$ cat config.mk
export PLATFORM = sky130hd
export DESIGN_NAME = ptm_timer
export DESIGN_NICKNAME = d
export VERILOG_FILES = /design/src/common/ptm_pkg.sv /design/src/rtl/ptm_timer.sv
export VERILOG_INCLUDE_DIRS = /design/src /design/src/common
export SDC_FILE = /design/constraint.sdc
export NUM_CORES = 1
export LEC_CHECK = 0
export BUFFER_PORTS_ARGS = -buffer_cell sky130_fd_sc_hd__buf_2
export CAP_MARGIN = 20
export CORE_MARGIN = 2
export CORE_UTILIZATION = 30
export CTS_BUF_LIST = sky130_fd_sc_hd__clkbuf_4
export CTS_CLUSTER_SIZE = 14
export DETAILED_ROUTE_END_ITERATION = 16
export SLEW_MARGIN = 0
export SYNTH_ARGS = -nofsm -noshare
export SYNTH_HDL_FRONTEND = slang
export SYNTH_SLANG_ARGS = --single-unit
export TNS_END_PERCENT = 5
$ cat constraint.sdc
create_clock -name ref_clk -period 7.3 [get_ports ref_clk]
set_input_delay 1.46 -clock ref_clk [delete_from_list [all_inputs] [get_ports ref_clk]]
set_output_delay 1.46 -clock ref_clk [all_outputs]
set_load 0.02 [all_outputs]
$ cat src/common/ptm_map.svh
`ifndef PTM_MAP_SVH
`define PTM_MAP_SVH
// ==========================================================
// register offsets (byte registers, 4-bit address)
`define PTM_OFF_CTRL0      4'h0
`define PTM_OFF_CTRL1      4'h1
`define PTM_OFF_CNT_LO     4'h2
`define PTM_OFF_CNT_HI     4'h3
`define PTM_OFF_CMPA_LO    4'h4
`define PTM_OFF_CMPA_HI    4'h5
`define PTM_OFF_PER_LO     4'h6
`define PTM_OFF_PER_HI     4'h7
`define PTM_OFF_STATUS     4'h8
// ==========================================================
// reset values
`define PTM_RST_BYTE       8'h00
`define PTM_RST_VAL10      10'h000
// ==========================================================
// field positions
`define PTM_ST_FLAG_A      0
`define PTM_ST_FLAG_P      1
// ==========================================================
// op_mode_select codes
`define PTM_MODE_CMP       2'h0
`define PTM_MODE_CAP       2'h1
`define PTM_MODE_PWM       2'h2
`define PTM_MODE_TMR       2'h3
// pin_function_select codes
`define PTM_FN_00          2'h0
`define PTM_FN_01          2'h1
`define PTM_FN_10          2'h2
`define PTM_FN_11          2'h3
// ==========================================================
// count_clock_select codes
`define PTM_CK_SYS_DIV4    3'h0
`define PTM_CK_SYS         3'h1
`define PTM_CK_H_DIV16     3'h2
`define PTM_CK_H_DIV64     3'h3
`define PTM_CK_SUB_A       3'h4
`define PTM_CK_SUB_B       3'h5
`define PTM_CK_EXT_RISE    3'h6
`define PTM_CK_EXT_FALL    3'h7
// prescaler masks for the divided clocks
`define PTM_PRE_DIV4       6'h03
`define PTM_PRE_DIV16      6'h0f
`define PTM_PRE_DIV64      6'h3f
`define PTM_CNT_MAX        10'h3ff
`endif

$ cat src/common/ptm_pkg.sv
package ptm_pkg;
  // ========================================================
  // first control register layout
  typedef struct packed {
    logic       counter_hold;
    logic [2:0] count_clock_select;
    logic       counter_run_enable;
    logic [2:0] unused;
  } ptm_ctrl0_type;
  // second control register layout
  typedef struct packed {
    logic [1:0] op_mode_select;
    logic [1:0] pin_function_select;
    logic       output_initial_level;
    logic       output_invert;
    logic       capture_source_select;
    logic       clear_source_select;
  } ptm_ctrl1_type;
  // register bus request
  typedef struct packed {
    logic       wr;
    logic       rd;
    logic [3:0] addr;
    logic [7:0] wdata;
  } ptm_bus_req_type;
endpackage

$ cat src/rtl/ptm_timer.sv
`include "ptm_map.svh"
// Function
// - ten-bit up-counter, two full-width comparators
// - count readable only, never software-written
// - auto clear on overflow or match, flag
// - hold bit freezes count, resume after
// - clock select picks divided, sub or pin
// - run rise zeroes count, fall keeps it
// - run rise restores initial output level in compare mode
// - mode field selects mode; timer disables pin
// - match A: keep, low, high, toggle
// - pwm fn: inactive, active, pwm, single
// - capture edge: rise, fall, both, off
// - requested level equal initial shows nothing
// - initial level bit sets level or polarity
// - invert bit inverts pin, not timer mode
// - capture source: capture pin or clock pin
// - clear select zero clears on period match, except in single pulse
// - unimplemented bits read back as zero
// - clear select one clears on match A in compare and timer modes
// - matches set flags; no P flag then
// - compare mode pin moves only on A or run rise
module ptm_timer (
  input  wire logic                     ref_clk,
  input  wire logic                     srst,
  input  wire ptm_pkg::ptm_bus_req_type bus_req,
  output logic [7:0]                    bus_rdata,
  input  wire logic                     sub_clk_pin,
  input  wire logic                     ext_clock_pin,
  input  wire logic                     capture_input_pin,
  output logic                          timer_output_pin,
  output logic                          timer_output_complement,
  output logic                          timer_output_oe,
  output logic                          match_a_flag,
  output logic                          match_p_flag
);
  // ========================================================
  // registers and state
  ptm_pkg::ptm_ctrl0_type ctrl0_r;      // hold, clock select, run
  ptm_pkg::ptm_ctrl1_type ctrl1_r;      // mode and pin control
  logic [9:0]             cnt_r;        // the counter itself
  logic [9:0]             cmpa_r;       // committed compare A
  logic [9:0]             per_r;        // committed period compare
  logic [7:0]             cmpa_lo_r;    // low byte waiting for high
  logic [7:0]             per_lo_r;     // low byte waiting for high
  logic [1:0]             flags_r;      // sticky match flags
  logic                   run_prev_r;   // run bit one cycle ago
  logic                   out_lvl_r;    // output level before invert
  logic [5:0]             pre_r;        // free running prescaler
  logic [2:0]             ext_sync_r;   // ext pin sync plus history
  logic [2:0]             cap_sync_r;   // capture pin sync plus history
  logic [2:0]             sub_sync_r;   // sub clock sync plus history
  logic [7:0]             rdata_r;      // read data, one cycle late

  // upper byte of a 10-bit value, top six bits zero
  function automatic logic [7:0] hi_byte(input logic [9:0] v);
    hi_byte = {6'h00, v[9:8]};
  endfunction

  // ========================================================
  // bus decode
  logic wr_ctrl0, wr_ctrl1, wr_a_lo, wr_a_hi, wr_p_lo, wr_p_hi, wr_stat;
  assign wr_ctrl0 = bus_req.wr && (bus_req.addr == `PTM_OFF_CTRL0);
  assign wr_ctrl1 = bus_req.wr && (bus_req.addr == `PTM_OFF_CTRL1);
  assign wr_a_lo  = bus_req.wr && (bus_req.addr == `PTM_OFF_CMPA_LO);
  assign wr_a_hi  = bus_req.wr && (bus_req.addr == `PTM_OFF_CMPA_HI);
  assign wr_p_lo  = bus_req.wr && (bus_req.addr == `PTM_OFF_PER_LO);
  assign wr_p_hi  = bus_req.wr && (bus_req.addr == `PTM_OFF_PER_HI);
  assign wr_stat  = bus_req.wr && (bus_req.addr == `PTM_OFF_STATUS);

  // ========================================================
  // pin synchronisers: logic reads stages 1 and 2 only
  always_ff @(posedge ref_clk) begin
    if (srst) begin
      ext_sync_r <= 3'h0;
      cap_sync_r <= 3'h0;
      sub_sync_r <= 3'h0;
    end else begin
      ext_sync_r <= {ext_sync_r[1:0], ext_clock_pin};
      cap_sync_r <= {cap_sync_r[1:0], capture_input_pin};
      sub_sync_r <= {sub_sync_r[1:0], sub_clk_pin};
    end
  end

  // edges taken between stage 1 and history stage 2
  logic ext_rise, ext_fall, cap_rise, cap_fall, sub_rise;
  assign ext_rise = ext_sync_r[1] & ~ext_sync_r[2];
  assign ext_fall = ~ext_sync_r[1] & ext_sync_r[2];
  assign cap_rise = cap_sync_r[1] & ~cap_sync_r[2];
  assign cap_fall = ~cap_sync_r[1] & cap_sync_r[2];
  assign sub_rise = sub_sync_r[1] & ~sub_sync_r[2];

  // ========================================================
  // prescaler; the high clock is taken as the system clock
  always_ff @(posedge ref_clk) begin
    if (srst) pre_r <= 6'h00;
    else      pre_r <= pre_r + 6'h01;
  end

  // count tick from the selected source
  logic tick;
  always_comb begin
    case (ctrl0_r.count_clock_select)
      `PTM_CK_SYS_DIV4: tick = (pre_r[1:0] == `PTM_PRE_DIV4);
      `PTM_CK_SYS:      tick = 1'b1;
      `PTM_CK_H_DIV16:  tick = (pre_r[3:0] == `PTM_PRE_DIV16);
      `PTM_CK_H_DIV64:  tick = (pre_r == `PTM_PRE_DIV64);
      `PTM_CK_SUB_A,
      `PTM_CK_SUB_B:    tick = sub_rise;
      `PTM_CK_EXT_RISE: tick = ext_rise;
      `PTM_CK_EXT_FALL: tick = ext_fall;
      default:          tick = 1'b0;
    endcase
  end

  // ========================================================
  // comparators and counter events
  logic [1:0] mode;
  logic [1:0] fn;
  logic       single_mode, clear_a, run_rise, counting;
  logic [9:0] cnt_inc;
  logic       a_hit, p_end, ev_a, ev_p, cnt_clear;
  assign mode        = ctrl1_r.op_mode_select;
  assign fn          = ctrl1_r.pin_function_select;
  assign single_mode = (mode == `PTM_MODE_PWM) && (fn == `PTM_FN_11);
  // clear on A only in compare and timer modes
  assign clear_a     = ctrl1_r.clear_source_select &&
                       ((mode == `PTM_MODE_CMP) || (mode == `PTM_MODE_TMR));
  assign run_rise    = ctrl0_r.counter_run_enable & ~run_prev_r;
  // hold freezes without touching the count
  assign counting    = ctrl0_r.counter_run_enable & ~ctrl0_r.counter_hold
                       & ~run_rise & tick;
  assign cnt_inc     = cnt_r + 10'h001;
  assign a_hit       = (cnt_inc == cmpa_r);
  // zero period means clear by overflow
  assign p_end       = (per_r == `PTM_RST_VAL10) ? (cnt_r == `PTM_CNT_MAX)
                                                 : (cnt_inc == per_r);
  assign ev_a        = counting & a_hit;
  assign ev_p        = counting & p_end;
  // single pulse never clears the count by a match
  assign cnt_clear   = clear_a ? ev_a : (ev_p & ~single_mode);

  // run edge history
  always_ff @(posedge ref_clk) begin
    if (srst) run_prev_r <= 1'b0;
    else      run_prev_r <= ctrl0_r.counter_run_enable;
  end

  // counter: no software write path exists
  always_ff @(posedge ref_clk) begin
    if (srst)           cnt_r <= `PTM_RST_VAL10;
    else if (run_rise)  cnt_r <= `PTM_RST_VAL10;
    else if (cnt_clear) cnt_r <= `PTM_RST_VAL10;
    else if (counting)  cnt_r <= cnt_inc;
  end

  // ========================================================
  // capture trigger
  logic src_rise, src_fall, cap_ev;
  assign src_rise = ctrl1_r.capture_source_select ? ext_rise : cap_rise;
  assign src_fall = ctrl1_r.capture_source_select ? ext_fall : cap_fall;
  always_comb begin
    case (fn)
      `PTM_FN_00: cap_ev = src_rise;
      `PTM_FN_01: cap_ev = src_fall;
      `PTM_FN_10: cap_ev = src_rise | src_fall;
      default:    cap_ev = 1'b0;
    endcase
    cap_ev = cap_ev && (mode == `PTM_MODE_CAP) && ctrl0_r.counter_run_enable;
  end

  // ========================================================
  // control registers; single pulse also drives the run bit
  always_ff @(posedge ref_clk) begin
    if (srst) begin
      ctrl0_r <= ptm_pkg::ptm_ctrl0_type'(`PTM_RST_BYTE);
      ctrl1_r <= ptm_pkg::ptm_ctrl1_type'(`PTM_RST_BYTE);
    end else begin
      if (wr_ctrl0) begin
        // unused low bits never stored, so they read back as zero
        ctrl0_r <= ptm_pkg::ptm_ctrl0_type'({bus_req.wdata[7:3], 3'h0});
      end else if (single_mode && ev_a) begin
        ctrl0_r.counter_run_enable <= 1'b0;      // pulse ends on match A
      end else if (single_mode && ext_rise) begin
        ctrl0_r.counter_run_enable <= 1'b1;      // pin edge fires the pulse
      end
      if (wr_ctrl1) ctrl1_r <= ptm_pkg::ptm_ctrl1_type'(bus_req.wdata);
    end
  end

  // ========================================================
  // compare values: low byte waits, high byte commits both
  always_ff @(posedge ref_clk) begin
    if (srst) begin
      cmpa_lo_r <= `PTM_RST_BYTE;
      per_lo_r  <= `PTM_RST_BYTE;
      cmpa_r    <= `PTM_RST_VAL10;
      per_r     <= `PTM_RST_VAL10;
    end else begin
      if (wr_a_lo) cmpa_lo_r <= bus_req.wdata;
      if (wr_p_lo) per_lo_r  <= bus_req.wdata;
      // capture wins over a write landing in the same cycle
      if (cap_ev)       cmpa_r <= cnt_r;
      else if (wr_a_hi) cmpa_r <= {bus_req.wdata[1:0], cmpa_lo_r};
      if (wr_p_hi)      per_r  <= {bus_req.wdata[1:0], per_lo_r};
    end
  end

  // ========================================================
  // sticky flags, write one to clear, set beats clear
  logic set_a, set_p;
  assign set_a = (mode == `PTM_MODE_CAP) ? cap_ev : ev_a;
  assign set_p = ev_p & ~clear_a;
  always_ff @(posedge ref_clk) begin
    if (srst) begin
      flags_r <= 2'h0;
    end else begin
      flags_r[`PTM_ST_FLAG_A] <= set_a |
        (flags_r[`PTM_ST_FLAG_A] & ~(wr_stat & bus_req.wdata[`PTM_ST_FLAG_A]));
      flags_r[`PTM_ST_FLAG_P] <= set_p |
        (flags_r[`PTM_ST_FLAG_P] & ~(wr_stat & bus_req.wdata[`PTM_ST_FLAG_P]));
    end
  end
  assign match_a_flag = flags_r[`PTM_ST_FLAG_A];
  assign match_p_flag = flags_r[`PTM_ST_FLAG_P];

  // ========================================================
  // output level before inversion
  logic init_lvl, pwm_act;
  assign init_lvl = ctrl1_r.output_initial_level;
  // duty at or above period gives full duty
  assign pwm_act  = (cnt_r < cmpa_r);
  always_ff @(posedge ref_clk) begin
    if (srst) begin
      out_lvl_r <= 1'b0;
    end else if (mode == `PTM_MODE_CMP) begin
      if (run_rise) begin
        out_lvl_r <= init_lvl;
      end else if (ev_a) begin
        case (fn)
          `PTM_FN_01: out_lvl_r <= 1'b0;
          `PTM_FN_10: out_lvl_r <= 1'b1;
          `PTM_FN_11: out_lvl_r <= ~out_lvl_r;
          default:    out_lvl_r <= out_lvl_r;
        endcase
      end
    end else if (mode == `PTM_MODE_PWM) begin
      case (fn)
        `PTM_FN_00: out_lvl_r <= ~init_lvl;
        `PTM_FN_01: out_lvl_r <= init_lvl;
        `PTM_FN_10: out_lvl_r <= pwm_act ? init_lvl : ~init_lvl;
        default:    out_lvl_r <= ctrl0_r.counter_run_enable ? init_lvl : ~init_lvl;
      endcase
    end
  end

  // pins; timer and capture modes release the pin
  assign timer_output_oe  = (mode == `PTM_MODE_CMP) || (mode == `PTM_MODE_PWM);
  assign timer_output_pin = out_lvl_r ^ ctrl1_r.output_invert;
  assign timer_output_complement = ~timer_output_pin;

  // ========================================================
  // read port, data stands one cycle after the strobe
  always_ff @(posedge ref_clk) begin
    if (srst) begin
      rdata_r <= `PTM_RST_BYTE;
    end else if (bus_req.rd) begin
      case (bus_req.addr)
        `PTM_OFF_CTRL0:   rdata_r <= {ctrl0_r[7:3], 3'h0};
        `PTM_OFF_CTRL1:   rdata_r <= ctrl1_r;
        `PTM_OFF_CNT_LO:  rdata_r <= cnt_r[7:0];
        `PTM_OFF_CNT_HI:  rdata_r <= hi_byte(cnt_r);
        `PTM_OFF_CMPA_LO: rdata_r <= cmpa_r[7:0];
        `PTM_OFF_CMPA_HI: rdata_r <= hi_byte(cmpa_r);
        `PTM_OFF_PER_LO:  rdata_r <= per_r[7:0];
        `PTM_OFF_PER_HI:  rdata_r <= hi_byte(per_r);
        `PTM_OFF_STATUS:  rdata_r <= {6'h00, flags_r};
        default:          rdata_r <= `PTM_RST_BYTE;           // unmapped reads zero
      endcase
    end else begin
      rdata_r <= `PTM_RST_BYTE;
    end
  end
  assign bus_rdata = rdata_r;
endmodule

# After elaboration in Yosys (flattened, before gate mapping)
# Index checks and enable logic that the tools add are counted.
op_classes:
  magnitude_cmp: 1
  add_sub_neg: 2
  eq_ne: 29
  reduce_logical: 27
  mux: 21
  bitwise: 37
op_table:
  columns: ["cell", "n"]
  rows:
  - ["8-bit case mux with 9 select lines", 1]
  - ["10-bit equality test", 2]
  - ["10-bit 2-to-1 mux", 2]
  - ["1-bit bitwise AND", 17]
  - ["4-bit by 3-bit equality test with 1-bit output (second input constant)", 4]
  - ["1-bit inverter", 16]
  - ["1-bit 2-to-1 mux", 14]
  - ["1-bit logical AND", 13]
  - ["3-bit equality test (second input constant)", 4]
  - ["10-bit by 1-bit adder with 10-bit output (second input constant)", 1]
  - ["10-bit equality test (second input constant)", 1]
  - ["2-bit equality test (second input constant)", 5]
  - ["10-bit logical NOT", 1]
  - ["10-bit < comparator", 1]
  - ["1-bit case mux with 3 select lines", 3]
  - ["4-bit by 2-bit equality test with 1-bit output (second input constant)", 2]
  - ["4-bit equality test (second input constant)", 2]
  - ["1-bit case mux with 7 select lines", 1]
  - ["6-bit by 1-bit adder with 6-bit output (second input constant)", 1]
  - ["3-bit by 2-bit equality test with 1-bit output (second input constant)", 2]
  - ["6-bit equality test (second input constant)", 1]
  - ["5-bit by 3-bit inequality test with 1-bit output (second input constant)", 1]
  - ["2-bit by 1-bit equality test with 1-bit output (second input constant)", 2]
  - ["4-bit by 1-bit equality test with 1-bit output (second input constant)", 1]
  - ["13 further kinds", 19]
totals:
  regBits: 86
  out_inout_bits: 13
  wordCells: 139
  in_bits: 19

# Depth between registers and ports, before layout
# Gate-level depths: netlist of run 1.
depth:
  word_depth: 9
  depth_mapped: 9

# Worst setup path after synthesis of run 1
# OpenSTA, ideal clock, no wires.
synth_path:
  path_kind: "in2reg"
  startpoint: "in bus_req[13] (netlist bit)"
  endpoint: "reg per_r[8]"
  setup_ns: 0.128
  arrival_ns: 2.850
  path_slack_ns: 4.322
  path_stages: 5
  path_cell_list: "clkbuf_1 -> nand3b_1 -> nor2_1 -> mux2i_1 -> nor2_1"
synth_via:
  elab_chain_cells: 1
synth_rtl:
  columns: ["element", "line_no", "source"]
  rows:
  - ["start: declaration", "ptm_timer.sv:26", "input wire ptm_pkg::ptm_bus_req_type bus_req,"]
  - ["1-bit logical AND", "ptm_timer.sv:68", "assign wr_p_hi = bus_req.wr && (bus_req.addr == `PTM_OFF_PER_HI);"]
  - ["end signal: assignment", "ptm_timer.sv:198", "per_r <= `PTM_RST_VAL10;"]
  - ["end signal: assignment", "ptm_timer.sv:205", "if (wr_p_hi) per_r <= {bus_req.wdata[1:0], per_lo_r};"]
  - ["end: declaration", "ptm_timer.sv:43", "logic [9:0] per_r;"]
# Every way passes these cells.
# A chain may end at the register's enable or synchronous reset.

# Final worst setup path of run 1
layout_path:
  startpoint: "reg ctrl1_r, in the netlist mode[1]"
  endpoint: "out timer_output_oe"
layout_via:
  elab_chain_cells: 2
layout_rtl:
  columns: ["element", "line_no", "source"]
  rows:
  - ["start: declaration", "ptm_timer.sv:40", "ptm_pkg::ptm_ctrl1_type ctrl1_r;"]
  - ["start signal: assignment", "ptm_timer.sv:177", "ctrl1_r <= ptm_pkg::ptm_ctrl1_type'(`PTM_RST_BYTE);"]
  - ["start signal: assignment", "ptm_timer.sv:187", "if (wr_ctrl1) ctrl1_r <= ptm_pkg::ptm_ctrl1_type'(bus_req.wdata);"]
  - ["2-bit equality test (no line) or 2-bit logical NOT (tied branches)", null, null]
  - ["1-bit logical OR (*)", "ptm_timer.sv:258", "assign timer_output_oe = (mode == `PTM_MODE_CMP) || (mode == `PTM_MODE_PWM);"]
  - ["end: declaration", "ptm_timer.sv:33", "output logic timer_output_oe,"]
# Mark *: on every way between the ends. The rest lies on a longest branch, timed or not.

==> impl_metrics.toml, run 1 <==
[outcome]
status = "completed"

[synthesis]
avgSynthCellArea_um2 = 8.77
yosysTopAreaCellShare_pct = 37.3
syn_nets = 560
synth_top_cells_by_count = "90 x nor2_1, 86 x dfxtp_1, 49 x mux2i_1"
synth-edff-count = 0
syn-cell-area_um2 = 4610
ys.flop_type = "dfxtp_1"
async_flop_share_pct = 0
ys_ff_latch = 86
synth_most_common_cell = "nor2_1"
synth_cell_types = 62
synth_seq_area_share_pct = 37.3
synth_top_area_cell = "dfxtp_1"
synth_warnings = 0
netlist_instances = 526
netlist_top_cells_area = "dfxtp_1 37%, mux2i_1 11%, nor2_1 7.3%"

[placed_design]
portBuffers = 31
gp_congestion = 0.957
post-dp-hpwl_um = 8950

[clocking]
clk_latency_ns = 0.47
cts_resized = 0
root_buffer = "clkbuf_4"
post_cts_buffers = 0
postCtsHoldBufs = 0
cts_made_buffers = 9
ctsHtreeMaxLevel = 3
cts_tree = "built"
cts_num_sinks = 86
clockBufferDepth = 2
cts.reportedPaths.clkPinSlew_ns = 0.16

[floorplan]
core_um2 = 15100
placementRows = 45
io_pins = 32
die_h_um = 128
die_x_um = 128
initial_utilization_pct = 30.6
die_area_um2 = 16400

[pwr]
power_density_nw_per_um2 = 158
comb_power_share_pct = 6.0
ir_drop_mv = 0.0842
clkPwrFrac_pct = 33.6
p_leak_uw = 0.00189
power_switching_uw = 226
seq_power_share_pct = 60.4
internal_power_uw = 569
p_sw_share_pct = 28.4

[critical_path]
path_class = "register to primary output"
cp-end-kind = "primary output"
required_ns = 5.84
startpoint = "mode[1]"
rr_startpoint = "cnt_r[0]"
ff2ff_setup_slack_ns = 4.44
path_max_fanout = 3
cp-start-kind = "register"
cp-endpoint = "timer_output_oe"
r2r_cells = 8
arrival_ns = 1.63
r2r-end = "cnt_r[7]"

[flow_run]
drv_cap = 0

[worst_hold_path]
hold_path_class = "register to register"

[timing]
finalCritPeriodShare_pct = 42.3
finalHoldViolCount = 0
max_freq_mhz = 324
period_needed_ns = 3.09
finalSetupViolations = 0
slew_viol_final = 0
maxSlewHeadroom_pct = 35.1
rsz0062_at_grt = "no"
setup_tns_ns = 0
finClkSkew_ns = 0.0178
tightest_slew_ns = 0.971

[global_routing]
grt_pass1_vias = 3696
gr-usage-all-layers_pct = 15.5
antenna_found_initial = 0
grt-ovfl-total = 0
grt_max_degree = 72
grt_pass1_wl_um = 19900

[layout]
synthToLayoutAreaGrowth_pct = 8.89
fillCellCount = 1561
insertedDiodeCount = 0
layout-drive-gt1-share_pct = 11.7
nets = 575
final_util_pct = 33.3

[routing]
wirelength_um = 12300
drt_iter0_drc = 296
vias_per_cell = 5.22
drc = 0
drt_first_pass_iters = 5
drtAntennaViolNets = 0
wl_per_cell_um = 16.7
routed-via-count = 3833
per-stage QoR:
| stage | instances | worst slack, ns | power, uW | area (um^2) | hold WS, ns |
|---|---|---|---|---|---|
| floorplan | 526 | 4.32 | 520 | 4610 | 0.414 |
| global placement | 717 | 3.93 | 536 | 4890 | 0.419 |
| detailed placement | 717 | 3.88 | 538 | 4890 | 0.429 |
| CTS | 733 | 4.21 | 801 | 5020 | 0.462 |
| global route | 734 | 4.08 | 826 | 5020 | 0.484 |
| finish | 734 | 4.21 | 795 | 5020 | 0.459 |
worst max-delay path: stages (launching register included):
cell	delay [ns]
dfxtp_1	0.41
inv_1	0.10
ha_1	0.23
nor2_1	0.21
inv_1	0.06
buf_2	0.16
flip-flops by register name, summed over array words and instances, names as in the netlist:
| signal | flops |
|---|---|
| init_lvl | 1 |
| bus_rdata | 8 |
| out_lvl_r | 1 |
| cnt_r | 10 |
| pre_r | 6 |
| fn | 2 |
| per_r | 10 |
| sub_sync_r | 3 |
| mode | 2 |
| ctrl0_r | 5 |
| ctrl1_r | 3 |
| cmpa_r | 10 |
| run_prev_r | 1 |
| per_lo_r | 8 |
| ext_sync_r | 3 |
| cap_sync_r | 3 |
| flags_r | 2 |
| cmpa_lo_r | 8 |
power groups by stage:
stage / logic (uW) / registers [uW] / clock network (uW)
finish: 47.5 / 480 / 267
global route: 52.4 / 482 / 292
global placement: 46.0 / 490 / 0
CTS: 47.5 / 480 / 273
detailed placement: 47.3 / 491 / 0
floorplan: 31.9 / 489 / 0
placed cells by master (no fill, tap or decap), drive strengths merged, types with 5 or more instances in the layout:
master,netlist,routed
a211oi,10,10
a21oi,14,14
a221oi,6,6
a31oi,8,8
buf,9,35
clkbuf,22,9
dfxtp,86,86
ha,15,15
inv,19,22
mux2i,49,49
nand2,33,33
nand2b,8,8
nand3,16,16
nand4,5,5
nor2,91,91
nor2b,21,21
nor3b,5,5
o21ai,11,11
xnor2,27,27
xor2,9,9
cell type report:
cell class,count,area [um^2],area share (%)
well taps,188,235,4.68
clock buffers,9,67.6,1.34
multi-input cells,390,2680,53.3
inverters,19,71.3,1.42
repair buffers,35,185,3.69
flip-flops and latches,86,1720,34.3
clock inverters,7,63.8,1.27
worst min path at each step:
stage               slack [ns]          start  cells past startpoint            end
CTS                       0.46  cap_sync_r[0]                      1  cap_sync_r[1]
global placement          0.42  ext_sync_r[0]                      1  ext_sync_r[1]
global route              0.48  ext_sync_r[0]                      1  ext_sync_r[1]
floorplan                 0.41  cap_sync_r[0]                      1  cap_sync_r[1]
finish                    0.46  cap_sync_r[0]                      1  cap_sync_r[1]
detailed placement        0.43  cap_sync_r[0]                      1  cap_sync_r[1]
metal layers:
metal	routed length (um)	GRT usage (%)	up-vias
li1	-	-	1864
met1	5830	21.7	1813
met2	5520	24.2	137
met3	618	2.46	19
met4	303	5.75	0
met5	0	0	-
cells by family after synthesis:
kind of cell	Yosys count	share of synthesized area, %
buffers and inverters	50	4.61
muxes	53	12.1
DFF	86	37.3
adders and majority gates	15	4.07
and+or+nand+nor	213	23.3
xor gates and xnor gates	38	7.81
AOI/OAI and AO/OA	71	10.8
Note: power is estimated with default switching activity, not from simulation.
==> run 2, diff against run 1 <==
- clock period: 7.3 -> 2.65 ns (I/O delays scaled with it)
==> run 2 against run 1 <==
Register-to-register slack worse by 4.3 ns. Count of clock-buffer cells in the layout is the same. Final cell count up 2.5%. Total power rose to 2.8 times the previous value. Setup slack worse by 4.0 ns. Core utilization rose by 1.3 points. Hold slack got worse by 0.21 ns. Critical path type is now register to register.
==> impl_metrics.toml, run 2 (synthesis results as in run 1) <==
[worst_hold_path]
whs_path_depth = 2
hold_path_class = "primary input to register"
min_from = "ext_clock_pin"
min_delay_worst_endpoint = "ext_sync_r[0]"

[layout]
fillCellCount = 1570
final_area_um2 = 5210
final_cell_mix = "90 x nor2_1, 84 x dfxtp_1, 49 x mux2i_1, 33 x nand2_1, 31 x buf_2"
final_common_cell = "nor2_1"
synthToLayoutAreaGrowth_pct = 13.0
layout-drive-gt1-share_pct = 15.1
final-instance-count-excl-fill = 752
nets = 592
reg.largest.list = "cmpa_r (10), cnt_r (10), per_r (10)"

[pwr]
clkPwrFrac_pct = 35.5
comb_power_share_pct = 6.2
power_switching_uw = 605
p_sw_share_pct = 26.7
power_density_nw_per_um2 = 435
internal_power_uw = 1660
ir_drop_mv = 0.485
p_leak_uw = 0.00200
finalPower_uw = 2270
seq_power_share_pct = 58.4

[floorplan]
die_x_um = 128
initial_utilization_pct = 30.6
die_h_um = 128
core_um2 = 15100
die_area_um2 = 16400
io_pins = 32
placementRows = 45

[global_routing]
grt_max_degree = 67
grt_pass1_vias = 3820
grt_pass1_wl_um = 20400
gr-usage-all-layers_pct = 16.3
antenna_found_initial = 1
grt-ovfl-total = 0

[critical_path]
required_ns = 3.03
cp-start-kind = "register"
slowest_stage = "or4b_1"
path_buf_inv = 1
r2r_cells = 9
rr_startpoint = "cnt_r[0]"
critPathMaxStageDelay_ns = 0.46
cp-end-kind = "register"
path_class = "register to register"
ff2ff_setup_slack_ns = 0.18
arrival_ns = 2.85
r2r-end = "cnt_r[1]"
cp_cell_sequence = "ha_2, or4b_1, a21oi_1, a311oi_1, nor4b_1, a31oi_1, nor3b_4, buf_12, nor3b_1"
path_max_fanout = 10
critical_path.top_delay_family = "simple AND/OR/NAND/NOR gates"

[outcome]
status = "completed"

[timing]
tightest_slew_ns = 0.701
finalHoldViolCount = 0
max_freq_mhz = 405
period_needed_ns = 2.47
maxSlewHeadroom_pct = 53.3
rsz0062_at_grt = "no"
finalCritPeriodShare_pct = 93.2
setup_tns_ns = 0
finClkSkew_ns = 0.0170
slew_viol_final = 0
finalSetupViolations = 0

[clocking]
clk_latency_ns = 0.48
cts_tree = "built"
root_buffer = "clkbuf_4"
cts_made_buffers = 9
cts_num_sinks = 86
postCtsHoldBufs = 0
ctsHtreeMaxLevel = 3
clockBufferDepth = 2
cts.reportedPaths.clkPinSlew_ns = 0.14

[routing]
vias_per_cell = 5.14
wl_per_cell_um = 17.0
wirelength_um = 12800
drtAntennaViolNets = 0
drt_iter0_drc = 253
drt_first_pass_iters = 5
drc = 0
routed-via-count = 3868

[placed_design]
post-dp-hpwl_um = 9540
dp_cells = 733
place_area_um2 = 5010
gp_congestion = 0.952
portBuffers = 31

[flow_run]
drv_cap = 0
==> run 2: cell types whose count changed in the layout (fill, tap and decap cells not counted), moves of 2 or more <==
cell	before	now
dfxtp_1	86	84
dfxtp_2	0	2
buf_4	4	20
clkinvlp_4	2	0
==> run 2: layer usage <==
metal	GRT usage, %	wire [um]	up-vias
li1	-	-	1896
met1	21.2	6040	1834
met2	25.9	5790	109
met3	4.05	619	29
met4	6.98	365	0
met5	0	0	-
==> run 2: how the worst max path moves through the flow <==
stage / from / to / slack, ns / cells after the start
after detailed placement: pre_r[0] / cnt_r[1] / -0.03 / 8
after global placement: pre_r[0] / cnt_r[1] / 0.07 / 8
after CTS: cnt_r[0] / cnt_r[4] / 0.03 / 8
after floorplan: cnt_r[0] / cnt_r[1] / 0.29 / 9
final: cnt_r[0] / cnt_r[1] / 0.18 / 9
after global routing: cnt_r[0] / cnt_r[3] / 0.01 / 9
==> run 2: timing repair <==
| action | 4_1_cts | 5_1_grt |
|---|---|---|
| endpoints found under the setup margin | 11 | 13 |
| pin swaps | 0 | 1 |
| resized for setup | 1 | 5 |
| setup buffers | 0 | 2 |
==> run 2: worst register-to-register path, stage by stage (launching register included) <==
cell and delay [ns]:
dfxtp_2 0.43, ha_2 0.30, or4b_1 0.46, a21oi_1 0.15, a311oi_1 0.07, nor4b_1 0.31
a31oi_1 0.20, nor3b_4 0.26, buf_12 0.15, nor3b_1 0.05
==> run 2: cell type report <==
type | instances | area (um^2) | area share [%]
Inverter | 19 | 71.3 | 1.37
Tap cell | 188 | 235 | 4.51
Sequential cell | 86 | 1720 | 33.1
Antenna cell | 1 | 2.50 | 0.0480
Timing Repair Buffer | 52 | 325 | 6.24
Clock inverter | 7 | 81.3 | 1.56
Clock buffer | 9 | 67.6 | 1.30
Multi-Input combinational cell | 390 | 2710 | 51.9
==> run 2: power by group through the flow <==
stage	registers (uW)	clock network (uW)	logic [uW]
floorplan	1350	0	87.7
global placement	1350	0	135
detailed placement	1350	0	138
CTS	1320	828	138
global route	1330	878	151
finish	1320	803	140
==> run 2: stage by stage <==
stage	utilization (%)	worst slack (ns)	hold WS, ns
final	34.6	0.181	0.247
after global routing	34.6	0.0144	0.234
after CTS	34.2	0.0290	0.222
after detailed placement	33.2	-0.0347	0.423
after floorplan	-	0.290	0.414
after global placement	33.2	0.0711	0.419
==> run 3, diff against run 2 <==
- BUFFER_PORTS_ARGS: -buffer_cell sky130_fd_sc_hd__buf_2 -> default
- DONT_BUFFER_PORTS: default -> 1
==> run 3 against run 2 <==
Hold slack worse by 0.12 ns. Clock skew is 0.0038 ns higher. Total power shrank 7.1%. Critical endpoint unchanged. Die area unchanged. Final area fell by 4.4%. Sequential power about the same. First-iteration DRC count is 14% lower. Core utilization is 1.5 points lower. Register-to-register slack got worse by 0.04 ns. Via count is 4.6% lower. Wire length decreased by 4.6%. Critical path type unchanged.
==> impl_metrics.toml, run 3 (synthesis results as in run 1) <==
[clocking]
cts_made_buffers = 9
postCtsHoldBufs = 0
cts_tree = "built"
cts_num_sinks = 86
clk_latency_ns = 0.47
ctsHtreeMaxLevel = 3
root_buffer = "clkbuf_4"
clockBufferDepth = 2
cts.reportedPaths.clkPinSlew_ns = 0.14

[critical_path]
startpoint = "cnt_r[0]"
path_buf_inv = 1
rr_startpoint = "cnt_r[0]"
critical_path.top_delay_family = "simple AND/OR/NAND/NOR gates"
r2r_cells = 9
path_depth = 9
path_class = "register to register"
ff2ff_setup_slack_ns = 0.14
cp_common_cell = "a31oi_1"
r2r-end = "cnt_r[1]"
cp-endpoint = "cnt_r[1]"
arrival_ns = 2.89
critPathMaxStageDelay_ns = 0.52
required_ns = 3.02
cp-end-kind = "register"
path_max_fanout = 10
cp-start-kind = "register"
slowest_stage = "or4_1"
cp_cell_sequence = "ha_1, and3_4, and2_4, or4_1, a31oi_1, a31oi_1, nor3b_4, buf_12, nor3b_1"

[timing]
max_freq_mhz = 398
finalHoldViolCount = 0
finalSetupViolations = 0
finalCritPeriodShare_pct = 94.8
maxSlewHeadroom_pct = 54.3
setup_tns_ns = 0
finClkSkew_ns = 0.0208
finalWorstSetupSlack_ns = 0.138
tightest_slew_ns = 0.684
rsz0062_at_grt = "no"
slew_viol_final = 0
period_needed_ns = 2.51

[outcome]
status = "completed"

[global_routing]
grt_pass1_wl_um = 19800
grt_pass1_vias = 3623
grt-ovfl-total = 0
grt_max_degree = 72
antenna_found_initial = 0
gr-usage-all-layers_pct = 15.7

[pwr]
power_density_nw_per_um2 = 422
finalPower_uw = 2100
p_leak_uw = 0.00182
ir_drop_mv = 0.389

[floorplan]
die_h_um = 128
io_pins = 32
die_area_um2 = 16400
core_um2 = 15100
initial_utilization_pct = 30.6
die_x_um = 128
placementRows = 45

[routing]
drtAntennaViolNets = 0
drt_iter0_drc = 218
met1_length_um = 5800
topRoutingLayerUsed = "met4"
vias_per_cell = 5.15
drc = 0
routed-via-count = 3689
wirelength_um = 12200
wl_met3_um = 669
wl_per_cell_um = 17.1
drt_first_pass_iters = 5
wl_met2_um = 5400

[layout]
nets = 557
final_common_cell = "nor2_1"
insertedDiodeCount = 0
synthToLayoutAreaGrowth_pct = 7.97
final_cell_mix = "90 x nor2_1, 84 x dfxtp_1, 49 x mux2i_1, 33 x nand2_1, 27 x xnor2_1"
reg.largest.list = "cmpa_r (10), cnt_r (10), per_r (10)"
layout-drive-gt1-share_pct = 8.90

[placed_design]
post-dp-hpwl_um = 9220
post-place-ws_ns = 0.0155
portBuffers = 0
gp_congestion = 0.904

[flow_run]
drv_cap = 0

[worst_hold_path]
hold_path_class = "primary input to register"
run 3: metal layers:
metal | global-route usage, % | vias to the layer above
met3 | 4.01 | 27
met5 | 0 | -
met1 | 21.2 | 1741
met2 | 24.1 | 93
li1 | - | 1828
met4 | 6.14 | 0
run 3: cell type report:
| type | instances | area, um^2 |
|---|---|---|
| inverters | 19 | 71.3 |
| clock inverters | 7 | 55.1 |
| fillers | 1564 | 10100 |
| repair buffers | 17 | 140 |
| clock buffers | 9 | 67.6 |
| flip-flops and latches | 86 | 1720 |
| well taps | 188 | 235 |
| multi-input cells | 390 | 2690 |
run 3: power breakdown:
| group | switching, uW | total (uW) | internal, uW |
|---|---|---|---|
| logic | 39.6 | 76.5 | 36.9 |
| registers | 13.6 | 1320 | 1310 |
| clock network | 503 | 705 | 203 |
run 3: worst min path at each step:
| stage | slack [ns] | to | start | cells after the start |
|---|---|---|---|---|
| after detailed placement | 0.43 | cap_sync_r[1] | cap_sync_r[0] | 1 |
| after floorplan | 0.41 | cap_sync_r[1] | cap_sync_r[0] | 1 |
| after CTS | 0.08 | ext_sync_r[2] | srst | 1 |
| after global placement | 0.42 | ext_sync_r[1] | ext_sync_r[0] | 1 |
| final | 0.12 | bus_rdata[2] | bus_req[11] | 1 |
| after global routing | 0.08 | pre_r[0] | srst | 1 |
run 3: per-stage QoR:
stage                     instances  util, %  area, um^2  hold WS (ns)
after detailed placement        699     32.0        4830         0.429
final                           716     33.0        4980         0.124
after floorplan                 526        -        4610         0.414
after global placement          699     32.0        4830         0.420
after CTS                       715     32.8        4950        0.0838
after global routing            716     33.0        4980        0.0773
run 3: repair_timing:
action / in CTS / in global routing
resized for setup: 0 / 3
setup endpoints to repair: 0 / 10
buffers inserted: 0 / 1
